File: src/logic/wg_defines.svh
`ifndef WG_DEFINES_SVH
`define WG_DEFINES_SVH

// ********************************************************
// Register offsets
// ********************************************************
`define WG_ADDR_W 16
`define WG_OFS_CONFIG 16'h2014
`define WG_OFS_LEVEL_ONE 16'h2018
`define WG_OFS_LEVEL_TWO 16'h201c
`define WG_OFS_HOLD_ONE 16'h2020
`define WG_OFS_RAMP_ONE 16'h2024
`define WG_OFS_HOLD_TWO 16'h2028
`define WG_OFS_RAMP_TWO 16'h202c
`define WG_OFS_FREQ_WORD 16'h2030
`define WG_OFS_DIRECT_DATA 16'h2040

// ********************************************************
// Reset values and read masks
// ********************************************************
`define WG_CONFIG_RESET 32'h0000_0030
`define WG_CONFIG_MASK 32'h0000_0036
`define WG_LEVEL_MASK 32'h0000_0fff
`define WG_TIME_MASK 32'h000f_ffff
`define WG_FREQ_MASK 32'h7fff_ffff

// ********************************************************
// Field positions
// ********************************************************
`define WG_CFG_RESTART_BIT 0
`define WG_CFG_TYPE_LSB 1
`define WG_CFG_TYPE_MSB 2
`define WG_CFG_OFFSET_CAL_BIT 4
`define WG_CFG_GAIN_CAL_BIT 5

// ********************************************************
// Widths and rates
// ********************************************************
`define WG_LEVEL_W 12
`define WG_TIME_W 20
`define WG_FREQ_W 31
`define WG_PHASE_W 30
`define WG_ROM_ADDR_W 8
`define WG_CLK_KHZ 25000
`define WG_TRAP_RATE_KHZ 320

`endif

File: src/logic/wg_pkg.sv
package wg_pkg;

    // Trapezoid phases
    typedef enum logic [1:0] {
        WG_HOLD_ONE = 2'b00,
        WG_RAMP_ONE = 2'b01,
        WG_HOLD_TWO = 2'b10,
        WG_RAMP_TWO = 2'b11
    } wg_phase_e;

    // Output source select
    typedef enum logic [1:0] {
        WG_SRC_DIRECT = 2'b00,
        WG_SRC_SPARE = 2'b01,
        WG_SRC_SINE = 2'b10,
        WG_SRC_TRAP = 2'b11
    } wg_source_e;

endpackage

File: src/logic/wg_rate_tick.sv
`timescale 1ns/1ns
`include "wg_defines.svh"

module wg_rate_tick
#(
    parameter int CLK_KHZ = `WG_CLK_KHZ,
    parameter int RATE_KHZ = `WG_TRAP_RATE_KHZ,
    parameter int ACC_W = 16
)
(
    // Clock and reset
    input logic clk,
    input logic reset,
    // Control
    input logic run,
    // Update enable
    output logic tick_q
);

    logic [ACC_W-1:0] acc_q;
    logic [ACC_W:0] sum_w;

    // Fractional divider keeps the average rate exact
    assign sum_w = {1'b0, acc_q} + (ACC_W+1)'(RATE_KHZ);

    always_ff @(posedge clk or posedge reset)
    begin
        // Preload one step so the first tick lands one rate period after start
        if (reset)
        begin
            acc_q <= ACC_W'(RATE_KHZ);
            tick_q <= 1'b0;
        end
        else if (!run)
        begin
            acc_q <= ACC_W'(RATE_KHZ);
            tick_q <= 1'b0;
        end
        else if (sum_w >= (ACC_W+1)'(CLK_KHZ))
        begin
            acc_q <= ACC_W'(sum_w - (ACC_W+1)'(CLK_KHZ));
            tick_q <= 1'b1;
        end
        else
        begin
            acc_q <= sum_w[ACC_W-1:0];
            tick_q <= 1'b0;
        end
    end

endmodule

File: src/logic/wg_sine_rom.sv
`timescale 1ns/1ns
`include "wg_defines.svh"

module wg_sine_rom
#(
    parameter int ADDR_W = `WG_ROM_ADDR_W,
    parameter int DATA_W = `WG_LEVEL_W
)
(
    // Clock
    input logic clk,
    // Read port
    input logic [ADDR_W-1:0] addr,
    output logic [DATA_W-1:0] data_q
);

    // Rational sine approximation, offset binary
    function automatic logic [DATA_W-1:0] sine_point(input int idx);
        int half;
        int n;
        int p;
        int full;
        int mag;
        half = 2 ** (ADDR_W - 1);
        n = idx % half;
        p = n * (half - n);
        full = 2 ** (DATA_W - 1) - 1;
        mag = (full * 16 * p) / (5 * half * half - 4 * p);
        if (idx < half)
            return DATA_W'(full + 1 + mag);
        return DATA_W'(full + 1 - mag);
    endfunction

    logic [DATA_W-1:0] table_w [2**ADDR_W];

    for (genvar i = 0; i < 2**ADDR_W; i++)
    begin : g_point
        assign table_w[i] = sine_point(i);
    end

    always_ff @(posedge clk)
    begin
        data_q <= table_w[addr];
    end

endmodule

File: src/logic/wg_core.sv
// Operation
// - A 12-bit second plateau level sets the output during the second hold.
// - The first hold lasts a 20-bit count of DAC updates.
// - The first ramp lasts a 20-bit count of DAC updates.
// - The second hold lasts a 20-bit count of DAC updates.
// - The second ramp lasts a 20-bit count of DAC updates.
// - Trapezoid DAC updates come at a fixed 320 kHz, one per count.
// - A 31-bit frequency word sets the sine frequency through its low 30 bits.
// - Sine frequency is clock times the low 30 bits of the frequency word over two to the 30.
// - A 2-bit select picks direct, sine or trapezoid; the latter two set enable.
// - Writing the restart bit restarts the trapezoid at hold one; it self-clears.
// - A 12-bit first plateau level sets the output during the first hold.
`timescale 1ns/1ns
`include "wg_defines.svh"

module wg_core
(
    // Clock and reset
    input logic clk,
    input logic reset,
    // Register port
    input logic reg_wr,
    input logic reg_rd,
    input logic [`WG_ADDR_W-1:0] reg_addr,
    input logic [31:0] reg_wdata,
    output logic [31:0] reg_rdata_q,
    output logic reg_rvalid_q,
    // DAC sample output
    output logic [`WG_LEVEL_W-1:0] dac_data_q,
    output logic dac_update_q,
    // Status toward the analog front end
    output logic generator_enable_q,
    output logic gain_cal_enable_q,
    output logic offset_cal_enable_q
);

    // ********************************************************
    // Decode
    // ********************************************************
    function automatic logic [31:0] wg_read_mask(input logic [`WG_ADDR_W-1:0] addr);
        case (addr)
            `WG_OFS_CONFIG: return `WG_CONFIG_MASK;
            `WG_OFS_LEVEL_ONE: return `WG_LEVEL_MASK;
            `WG_OFS_LEVEL_TWO: return `WG_LEVEL_MASK;
            `WG_OFS_HOLD_ONE: return `WG_TIME_MASK;
            `WG_OFS_RAMP_ONE: return `WG_TIME_MASK;
            `WG_OFS_HOLD_TWO: return `WG_TIME_MASK;
            `WG_OFS_RAMP_TWO: return `WG_TIME_MASK;
            `WG_OFS_FREQ_WORD: return `WG_FREQ_MASK;
            `WG_OFS_DIRECT_DATA: return `WG_LEVEL_MASK;
            default: return 32'h0;
        endcase
    endfunction

    function automatic logic [`WG_TIME_W-1:0] wg_at_least_one(input logic [`WG_TIME_W-1:0] n);
        return (n == '0) ? `WG_TIME_W'(1) : n;
    endfunction

    // ********************************************************
    // Registers
    // ********************************************************
    wg_pkg::wg_source_e waveform_select_q;
    logic [`WG_LEVEL_W-1:0] level1_q;
    logic [`WG_LEVEL_W-1:0] level2_q;
    logic [`WG_TIME_W-1:0] hold1_q;
    logic [`WG_TIME_W-1:0] ramp1_q;
    logic [`WG_TIME_W-1:0] hold2_q;
    logic [`WG_TIME_W-1:0] ramp2_q;
    logic [`WG_FREQ_W-1:0] fcw_q;
    logic cfg_wr_w;
    logic direct_wr_w;
    logic restart_w;
    logic trap_run_w;
    logic sine_run_w;

    assign cfg_wr_w = reg_wr && (reg_addr == `WG_OFS_CONFIG);
    assign direct_wr_w = reg_wr && (reg_addr == `WG_OFS_DIRECT_DATA);
    assign trap_run_w = (waveform_select_q == wg_pkg::WG_SRC_TRAP);
    assign sine_run_w = (waveform_select_q == wg_pkg::WG_SRC_SINE);
    assign restart_w = cfg_wr_w && reg_wdata[`WG_CFG_RESTART_BIT];

    always_ff @(posedge clk or posedge reset)
    begin
        if (reset)
        begin
            waveform_select_q <= wg_pkg::WG_SRC_DIRECT;
            generator_enable_q <= 1'b0;
            gain_cal_enable_q <= 1'(`WG_CONFIG_RESET >> `WG_CFG_GAIN_CAL_BIT);
            offset_cal_enable_q <= 1'(`WG_CONFIG_RESET >> `WG_CFG_OFFSET_CAL_BIT);
        end
        else if (cfg_wr_w)
        begin
            waveform_select_q <= wg_pkg::wg_source_e'(reg_wdata[`WG_CFG_TYPE_MSB:`WG_CFG_TYPE_LSB]);
            generator_enable_q <= reg_wdata[`WG_CFG_TYPE_MSB];
            gain_cal_enable_q <= reg_wdata[`WG_CFG_GAIN_CAL_BIT];
            offset_cal_enable_q <= reg_wdata[`WG_CFG_OFFSET_CAL_BIT];
        end
    end

    always_ff @(posedge clk or posedge reset)
    begin
        if (reset)
        begin
            level1_q <= '0;
            level2_q <= '0;
            hold1_q <= '0;
            ramp1_q <= '0;
            hold2_q <= '0;
            ramp2_q <= '0;
            fcw_q <= '0;
        end
        else if (reg_wr)
        begin
            unique case (reg_addr)
                `WG_OFS_LEVEL_ONE: level1_q <= reg_wdata[`WG_LEVEL_W-1:0];
                `WG_OFS_LEVEL_TWO: level2_q <= reg_wdata[`WG_LEVEL_W-1:0];
                `WG_OFS_HOLD_ONE: hold1_q <= reg_wdata[`WG_TIME_W-1:0];
                `WG_OFS_RAMP_ONE: ramp1_q <= reg_wdata[`WG_TIME_W-1:0];
                `WG_OFS_HOLD_TWO: hold2_q <= reg_wdata[`WG_TIME_W-1:0];
                `WG_OFS_RAMP_TWO: ramp2_q <= reg_wdata[`WG_TIME_W-1:0];
                `WG_OFS_FREQ_WORD: fcw_q <= reg_wdata[`WG_FREQ_W-1:0];
                default:
                begin
                end
            endcase
        end
    end

    // ********************************************************
    // Register read
    // ********************************************************
    logic [31:0] rd_value_w;

    always_comb
    begin
        rd_value_w = 32'h0;
        case (reg_addr)
            `WG_OFS_CONFIG: rd_value_w = {26'h0, gain_cal_enable_q, offset_cal_enable_q,
                1'b0, waveform_select_q, 1'b0};
            `WG_OFS_LEVEL_ONE: rd_value_w = {20'h0, level1_q};
            `WG_OFS_LEVEL_TWO: rd_value_w = {20'h0, level2_q};
            `WG_OFS_HOLD_ONE: rd_value_w = {12'h0, hold1_q};
            `WG_OFS_RAMP_ONE: rd_value_w = {12'h0, ramp1_q};
            `WG_OFS_HOLD_TWO: rd_value_w = {12'h0, hold2_q};
            `WG_OFS_RAMP_TWO: rd_value_w = {12'h0, ramp2_q};
            `WG_OFS_FREQ_WORD: rd_value_w = {1'b0, fcw_q};
            `WG_OFS_DIRECT_DATA: rd_value_w = {20'h0, dac_data_q};
            default: rd_value_w = 32'h0;
        endcase
    end

    always_ff @(posedge clk or posedge reset)
    begin
        if (reset)
        begin
            reg_rdata_q <= 32'h0;
            reg_rvalid_q <= 1'b0;
        end
        else
        begin
            reg_rvalid_q <= reg_rd;
            if (reg_rd)
                reg_rdata_q <= rd_value_w & wg_read_mask(reg_addr);
        end
    end

    // ********************************************************
    // Trapezoid sequencer
    // ********************************************************
    wg_pkg::wg_phase_e phase_q;
    logic [`WG_TIME_W-1:0] cnt_q;
    logic [`WG_TIME_W-1:0] len_w;
    logic phase_done_w;
    logic tick_w;
    logic [`WG_LEVEL_W-1:0] ramp_from_w;
    logic [`WG_LEVEL_W-1:0] ramp_to_w;
    logic [`WG_TIME_W:0] step_w;
    logic signed [`WG_LEVEL_W:0] diff_w;
    logic signed [34:0] quot_w;
    logic signed [34:0] sum_w;
    logic [`WG_LEVEL_W-1:0] trap_val_w;

    wg_rate_tick u_rate
    (
        .clk(clk),
        .reset(reset),
        .run(trap_run_w && !restart_w),
        .tick_q(tick_w)
    );

    always_comb
    begin
        unique case (phase_q)
            wg_pkg::WG_HOLD_ONE: len_w = wg_at_least_one(hold1_q);
            wg_pkg::WG_RAMP_ONE: len_w = wg_at_least_one(ramp1_q);
            wg_pkg::WG_HOLD_TWO: len_w = wg_at_least_one(hold2_q);
            wg_pkg::WG_RAMP_TWO: len_w = wg_at_least_one(ramp2_q);
        endcase
    end

    assign step_w = {1'b0, cnt_q} + 21'h1;
    assign phase_done_w = (step_w >= {1'b0, len_w});
    assign ramp_from_w = (phase_q == wg_pkg::WG_RAMP_ONE) ? level1_q : level2_q;
    assign ramp_to_w = (phase_q == wg_pkg::WG_RAMP_ONE) ? level2_q : level1_q;
    assign diff_w = $signed({1'b0, ramp_to_w}) - $signed({1'b0, ramp_from_w});
    assign quot_w = (diff_w * $signed({1'b0, step_w})) / $signed({2'b0, len_w});
    assign sum_w = $signed({23'h0, ramp_from_w}) + quot_w;

    always_comb
    begin
        unique case (phase_q)
            wg_pkg::WG_HOLD_ONE: trap_val_w = level1_q;
            wg_pkg::WG_HOLD_TWO: trap_val_w = level2_q;
            wg_pkg::WG_RAMP_ONE,
            wg_pkg::WG_RAMP_TWO: trap_val_w = sum_w[`WG_LEVEL_W-1:0];
        endcase
    end

    always_ff @(posedge clk or posedge reset)
    begin
        if (reset)
        begin
            phase_q <= wg_pkg::WG_HOLD_ONE;
            cnt_q <= '0;
        end
        else if (restart_w || !trap_run_w)
        begin
            phase_q <= wg_pkg::WG_HOLD_ONE;
            cnt_q <= '0;
        end
        else if (tick_w)
        begin
            if (phase_done_w)
            begin
                phase_q <= wg_pkg::wg_phase_e'(phase_q + 2'h1);
                cnt_q <= '0;
            end
            else
                cnt_q <= step_w[`WG_TIME_W-1:0];
        end
    end

    // ********************************************************
    // Sine phase accumulator
    // ********************************************************
    logic [`WG_PHASE_W-1:0] phase_acc_q;
    logic [`WG_LEVEL_W-1:0] rom_data_w;

    always_ff @(posedge clk or posedge reset)
    begin
        if (reset)
            phase_acc_q <= '0;
        else if (sine_run_w)
            phase_acc_q <= phase_acc_q + fcw_q[`WG_PHASE_W-1:0];
        else
            phase_acc_q <= '0;
    end

    wg_sine_rom u_rom
    (
        .clk(clk),
        .addr(phase_acc_q[`WG_PHASE_W-1 -: `WG_ROM_ADDR_W]),
        .data_q(rom_data_w)
    );

    // ********************************************************
    // DAC output
    // ********************************************************
    always_ff @(posedge clk or posedge reset)
    begin
        if (reset)
        begin
            dac_data_q <= '0;
            dac_update_q <= 1'b0;
        end
        else
        begin
            dac_update_q <= 1'b0;
            unique case (waveform_select_q)
                wg_pkg::WG_SRC_TRAP:
                begin
                    if (restart_w)
                    begin
                        dac_data_q <= level1_q;
                        dac_update_q <= 1'b1;
                    end
                    else if (tick_w)
                    begin
                        dac_data_q <= trap_val_w;
                        dac_update_q <= 1'b1;
                    end
                end
                wg_pkg::WG_SRC_SINE:
                begin
                    dac_data_q <= rom_data_w;
                    dac_update_q <= 1'b1;
                end
                wg_pkg::WG_SRC_DIRECT:
                begin
                    if (direct_wr_w)
                    begin
                        dac_data_q <= reg_wdata[`WG_LEVEL_W-1:0];
                        dac_update_q <= 1'b1;
                    end
                end
                wg_pkg::WG_SRC_SPARE:
                begin
                end
            endcase
        end
    end

    // ********************************************************
    // Checks
    // ********************************************************
    localparam int TickGapMin = `WG_CLK_KHZ / `WG_TRAP_RATE_KHZ;
    logic [7:0] gap_q;
    logic seen_q;

    always_ff @(posedge clk or posedge reset)
    begin
        if (reset)
        begin
            gap_q <= '0;
            seen_q <= 1'b0;
        end
        else if (!trap_run_w || restart_w)
        begin
            gap_q <= '0;
            seen_q <= 1'b0;
        end
        else if (tick_w)
        begin
            gap_q <= '0;
            seen_q <= 1'b1;
        end
        else
            gap_q <= gap_q + 8'h1;
    end
endmodule

File: config.mk
export PLATFORM = sky130hd
export DESIGN_NAME = wg_core
export DESIGN_NICKNAME = d
export VERILOG_FILES = /design/src/logic/wg_pkg.sv /design/src/logic/wg_rate_tick.sv /design/src/logic/wg_sine_rom.sv /design/src/logic/wg_core.sv
export VERILOG_INCLUDE_DIRS = /design/src /design/src/logic
export SDC_FILE = /design/constraint.sdc
export NUM_CORES = 2
export LEC_CHECK = 0
export BUFFER_PORTS_ARGS = -buffer_cell sky130_fd_sc_hd__buf_2
export CAP_MARGIN = 30
export CORE_AREA = 4 4 309 311
export CTS_BUF_LIST = sky130_fd_sc_hd__clkbuf_8
export CTS_CLUSTER_DIAMETER = 100
export DETAILED_ROUTE_END_ITERATION = 8
export DIE_AREA = 0 0 313 315
export PLACE_DENSITY = 0.83
export SKIP_LAST_GASP = 1
export SLEW_MARGIN = 20
export SYNTH_ARGS = -nofsm -noshare
export SYNTH_HDL_FRONTEND = slang
export SYNTH_HIERARCHICAL = 1
export SYNTH_SLANG_ARGS = --single-unit
File: constraint.sdc
create_clock -name clk -period 221.5 [get_ports clk]
set_clock_uncertainty 0.1 [all_clocks]
set_input_delay 55.375 -clock clk [delete_from_list [all_inputs] [get_ports clk]]
set_output_delay 55.375 -clock clk [all_outputs]
set_load 0.01 [all_outputs]
* After elaboration in Yosys (flattened, before gate mapping)
Memory sizes are Yosys's and may differ from the RTL's. A register that Yosys moved wholly into a read port is not among the register bits. Cells that the tools add are included.
Word-level totals: register bits after elaboration 255, bits in read-only memories 3072, output and inout bits 49, logic and storage cells 108, memories kept 1
Operators by class: $add $sub $neg 7, $mul 1, divide/modulo/power cells 1, $lt $le $gt $ge 2, equality and inequality tests 16, mux-type cells 30, bitwise gates (word level) 2, reductions and logical operators 28
Memory list:
- (no name shown) | words 256, width 12, read ports 1, clocked after Yosys merged registers in 1, wr ports 0, line wg_sine_rom.sv:43 | data_q <= table_w[addr];
Operator list (number):
- 31-bit case mux with 9 select lines | 1
- 16-bit by 14-bit equality test with 1-bit output (second input constant) | 9
- 20-bit 2-to-1 mux | 7
- 31-bit case mux with 4 select lines | 1
- 20-bit logical NOT | 4
- 20-bit case mux with 4 select lines | 1
- 12-bit case mux with 3 select lines | 2
- 12-bit 2-to-1 mux | 5
- 35-bit by 21-bit divider with 35-bit output | 1
- 13-bit by 22-bit multiplier with 35-bit output | 1
- 32-bit AND | 1
- 16-bit 2-to-1 mux | 2
- 32-bit 2-to-1 mux | 1
- 30-bit adder | 1
- 30-bit 2-to-1 mux | 1
- 20-bit by 1-bit adder with 21-bit output (second input constant) | 1
- 21-bit by 20-bit >= comparator with 1-bit output | 1
- 16-bit by 9-bit adder with 17-bit output (second input constant) | 1
- 17-bit by 15-bit >= comparator with 1-bit output (second input constant) | 1
- 2-bit AND reduction | 8
- 16-bit by 15-bit subtractor with 16-bit output (second input constant) | 1
- 12-bit by 12-bit subtractor with 13-bit output | 1
- 12-bit adder | 1
- 8-bit inverter with 9-bit output | 1
- other kinds (18) | 33

* Logic depth before layout (Yosys ltp)
depth after elaboration 10, mapped depth 669, mapped depth without buffers 625

* Hierarchy
The synthesis kept the hierarchy.
By module, submodules not included:
- wg_core | times used 1, cells an instance 6429, area an instance 50380.8 um^2
- wg_sine_rom | times used 1, cells an instance 576, area an instance 3724.8 um^2
- wg_rate_tick | times used 1, cells an instance 141, area an instance 1227.4 um^2

* Worst setup path after synthesis
OpenSTA, ideal clock, no wires.
path type register to register, start point register phase_q[1], end point register dac_data_q[11], setup time 0.082 ns, arrival time 123.929 ns, setup slack 97.389 ns, stages on the path, launching flop included 645, period minus slack after synthesis 124.111 ns, cells stage by stage dfrtp_1 inv_1 ha_1 clkbuf_1 clkbuf_1 buf_1 nand2_1 nor3_1 a31oi_1 ha_1 a311oi_1 inv_1 a21oi_1 a21oi_1 a211oi_1 a31oi_1 mux2_2 o21ai_0 [... 609 more ...] a21oi_1 ha_1 a21o_1 a21oi_1 o21bai_1 a21oi_1 o21bai_1 a21oi_1 o21bai_1 a21oi_1 o21bai_1 a21oi_1 xnor2_1 xnor2_1 or2_2 o21ai_0 nor3_1 a31oi_1
On the way: longest elaborated chain between the ends 10, elaborated cells on any way between the ends 16, those cells by class add/sub (2); mul (1); div (1); eq/ne (3); mux (7); reduce/logical (2)
Ends and longest elaborated chain:
- start, declared | line wg_core.sv:170 | wg_pkg::wg_phase_e phase_q;
- start signal, assigned | line wg_core.sv:223 | phase_q <= wg_pkg::WG_HOLD_ONE;
- start signal, assigned | line wg_core.sv:228 | phase_q <= wg_pkg::WG_HOLD_ONE;
- start signal, assigned | line wg_core.sv:235 | phase_q <= wg_pkg::wg_phase_e'(phase_q + 2'h1);
- 2-bit by 1-bit equality test with 1-bit output
- 12-bit 2-to-1 mux, on equally long branches | line wg_core.sv:204, wg_core.sv:203
- 12-bit by 12-bit subtractor with 13-bit output | line wg_core.sv:205 | assign diff_w = $signed({1'b0, ramp_to_w}) - $signed({1'b0, ramp_from_w});
- 13-bit by 22-bit multiplier with 35-bit output | line wg_core.sv:206 | assign quot_w = (diff_w * $signed({1'b0, step_w})) / $signed({2'b0, len_w});
- 35-bit by 21-bit divider with 35-bit output | line wg_core.sv:206
- 12-bit adder | line wg_core.sv:207 | assign sum_w = $signed({23'h0, ramp_from_w}) + quot_w;
- 12-bit case mux with 3 select lines * | line wg_core.sv:211 | unique case (phase_q)
- 12-bit 2-to-1 mux * | line wg_core.sv:287 | else if (tick_w)
- 12-bit 2-to-1 mux * | line wg_core.sv:282 | if (restart_w)
- 12-bit case mux with 3 select lines * | line wg_core.sv:279 | unique case (waveform_select_q)
- end signal, assigned | line wg_core.sv:284 | dac_data_q <= level1_q;
- end signal, assigned | line wg_core.sv:289 | dac_data_q <= trap_val_w;
- end signal, assigned | line wg_core.sv:295 | dac_data_q <= rom_data_w;
- end, declared | line wg_core.sv:29 | output logic [`WG_LEVEL_W-1:0] dac_data_q,
Mark *: on every way between the ends. The rest lies on a longest branch, timed or not. The select of a mux whose other input is x is not followed. A chain may end at the register's enable or synchronous reset.

* Final worst setup path
Same ends and word-level chain as after synthesis.

==> qor.txt <==
I/O Buffers -> 98
CTS H-Tree Depth -> 2
Hold path startpoint -> fcw_q[30]
Fin Setup TNS -> 0 ns
DR pass1 iterations -> 9
Most frequent cells after synthesis -> 738 x nand2_1, 712 x ha_1, 621 x nor2_1
All-Layer GR Usage -> 32.8%
Starting Density -> 59.6%
Cell with the most instances after synthesis -> nand2_1
Worst Path Arrival -> 142.00 ns
Tcrit/Tclk final -> 63.9%
Setup CP Type -> flip-flop to flip-flop
Final ANT Viol Nets -> 0
Fin nets -> 8037
Synth Warn # -> 6
Number of setup violations in the final report -> 0
Pre-CTS setup slack -> 81.93 ns
Clock tree sinks -> 262
Slew of the pin with the lowest slew margin -> 1.03 ns
Type of the tightest min-delay check -> flip-flop to flip-flop
Synthesis-to-finish area growth -> 4.92%
Iteration-0 DRC Markers -> 5671
Run status -> complete, no violations
Final hold violation count -> 0
CP dominant cell by count -> o21a_1
CP max stage cell -> ha_1
Distinct cells, synth -> 131
Post-Syn Nets -> 8121
Post-synth EDFFs -> 0
Die area -> 0.0986 mm2
DP HPWL -> 130 mm
Total Wirelength -> 170 mm
Yosys reg bits -> 262
Chip height -> 315 um
Post-DR vias/cell -> 6.70
CTS max path bufs -> 3
DRC Markers -> 0
Avg Cell Area, Syn -> 7.74 um2
Ys flop type -> dfrtp_1
Proportion of layout cells with a drive suffix above 1 -> 10.1%
Max cap viols -> 0
Tmin final -> 141.61 ns
Die Wd -> 313 um
CTS Root Cell -> clkbuf_8
FF-to-FF Start -> phase_q[1]
Highest clock rate -> 7.06 MHz
Pin count of the biggest net entering global routing -> 103
Core area -> 0.0928 mm2
Share of the synthesized area in the top cell type -> 16.1%
Synthesized area -> 0.0553 mm2
DR WL/cell -> 20.4 um
Worst setup EP type -> flip-flop
Slew Limit Fails -> 0
Worst EP required -> 221.89 ns
Sequential area share after synthesis -> 11.7%
Yosys top cell by area -> ha_1
IO Count -> 101
Cell row count -> 112
Post-CTS setup buffers -> 0
Global route overflow -> 0
Crit-path max FO -> 38
Worst setup SP type -> flip-flop
CP peak stage delay -> 0.76 ns
Via Count -> 55900
Routability Congestion -> 1.00
RSZ-0062 raised after global routing -> false
Antenna violations before repair -> 4
Top cells by area, synth -> ha_1 16%, dfrtp_1 11%, fa_1 7.6%, mux2_2 5.1%, nand2_1 5.0%
Cts hold-fix bufs -> 0
CTS resizes -> 0
Vias in the first global route -> 53400
Max-slew headroom -> 31.3%
Clk_lat worst skew -> 0.56 ns
Cts bufs inserted -> 40
Crit path launch -> phase_q[1]
TritonCTS clock tree -> built
Async set-reset flop share out of synthesis -> 95.4%
Worst-path clk slew -> 0.08 ns
Global-route wire length before repair -> 271 mm
Setup ws final -> 79.89 ns
Post-synthesis cell count -> 7146
## stage by stage
step	std cells	utilization, %	hold slack (ns)	cell area, um2
CTS	8339	62.5	0.415	57900
global placement	8264	61.4	0.372	57000
finish	8348	62.6	0.411	58100
floorplan	7146	-	0.363	55300
global route	8346	62.6	0.443	58000
detailed placement	8268	61.5	0.402	57000
## placed cells by master (no fill, tap or decap), types with 75 or more instances in the layout
cell	instances
nand2b_1	110
o21ai_0	346
fa_1	211
nand2_1	738
and2_1	87
o21a_1	315
xnor2_1	209
xor2_1	94
o211ai_1	80
nor3_1	344
buf_2	99
inv_1	380
buf_4	101
nor2b_1	75
ha_1	712
a31oi_1	80
mux2_2	250
dfrtp_1	243
nor2_1	617
o31ai_1	189
a21oi_1	393
a21o_1	116
nand3_1	156
## area by class of cell
class / count / area [um2]
multi-input combinational: 6169 / 46200
antenna: 3 / 7.51
inverter: 380 / 1430
sequential: 262 / 6510
clock inverter: 17 / 149
clock buffer: 54 / 743
tap: 1254 / 1570
timing repair buffer: 209 / 1410
fill: 8037 / 34700
## flip-flops by register name (all words and copies together), names as in the netlist
register             cells
waveform_select_q        1
gain_cal_enable_q        1
ramp2_q                 20
reg_rvalid_q             1
level2_q                12
phase_acc_q             30
u_rom/data_q            12
dac_data_q              12
u_rate/tick_q            1
hold2_q                 20
fcw_q                   31
ramp1_q                 20
phase_q                  2
level1_q                12
offset_cal_enable_q      1
hold1_q                 20
dac_update_q             1
generator_enable_q       1
u_rate/acc_q            13
cnt_q                   20
reg_rdata_q             31
## worst max-delay path, delay by kind of cell (launching register included)
kind,cells,cell delay (ns)
AO/OA/AOI/OAI,374,84.12
XOR/XNOR,4,0.83
adder cells (fa/ha/maj),46,16.06
buffers and inverters,30,5.88
flip-flops,1,0.41
multiplexers,10,2.92
AND/OR/NAND/NOR,138,30.85
## metal layers
metal | up-vias | part of all wire, % | track usage [%]
li1 | 26100 | - | -
met2 | 2690 | 46 | 55.4
met1 | 26500 | 40 | 40.4
met5 | - | 0.015 | 0
met3 | 650 | 8.9 | 6.22
met4 | 4 | 5.4 | 16.1
## logic make-up (layout without fill, tap and decap cells)
kind of cell / count (synthesis) / count (layout) / synth area share, %
AO/OA/AOI/OAI: 2107 / 2107 / 26.3
XOR/XNOR: 313 / 313 / 5.00
adder cells (fa/ha/maj): 924 / 924 / 23.8
buffers and inverters: 715 / 660 / 5.24
flip-flops: 262 / 262 / 11.7
multiplexers: 309 / 309 / 6.22
other: 1 / 4 / 0.00678
AND/OR/NAND/NOR: 2515 / 2515 / 21.8
## final timing paths
| check | to | slack, ns | cells after the start |
|---|---|---|---|
| setup reg to reg | dac_data_q[11] | 79.89 | 602 |
| setup / recovery | dac_data_q[11] | 79.89 | 602 |
| min in group asynchronous | reg_rdata_q[4] | 54.83 | 2 |
| hold reg to reg | fcw_q[30] | 0.41 | 1 |
| hold / removal | fcw_q[30] | 0.41 | 1 |
| max in group asynchronous | phase_acc_q[25] | 164.31 | 5 |
Power is left out: the tool's default activity adds up to more than one toggle a clock period on the data nets, which glitch-free logic cannot reach.
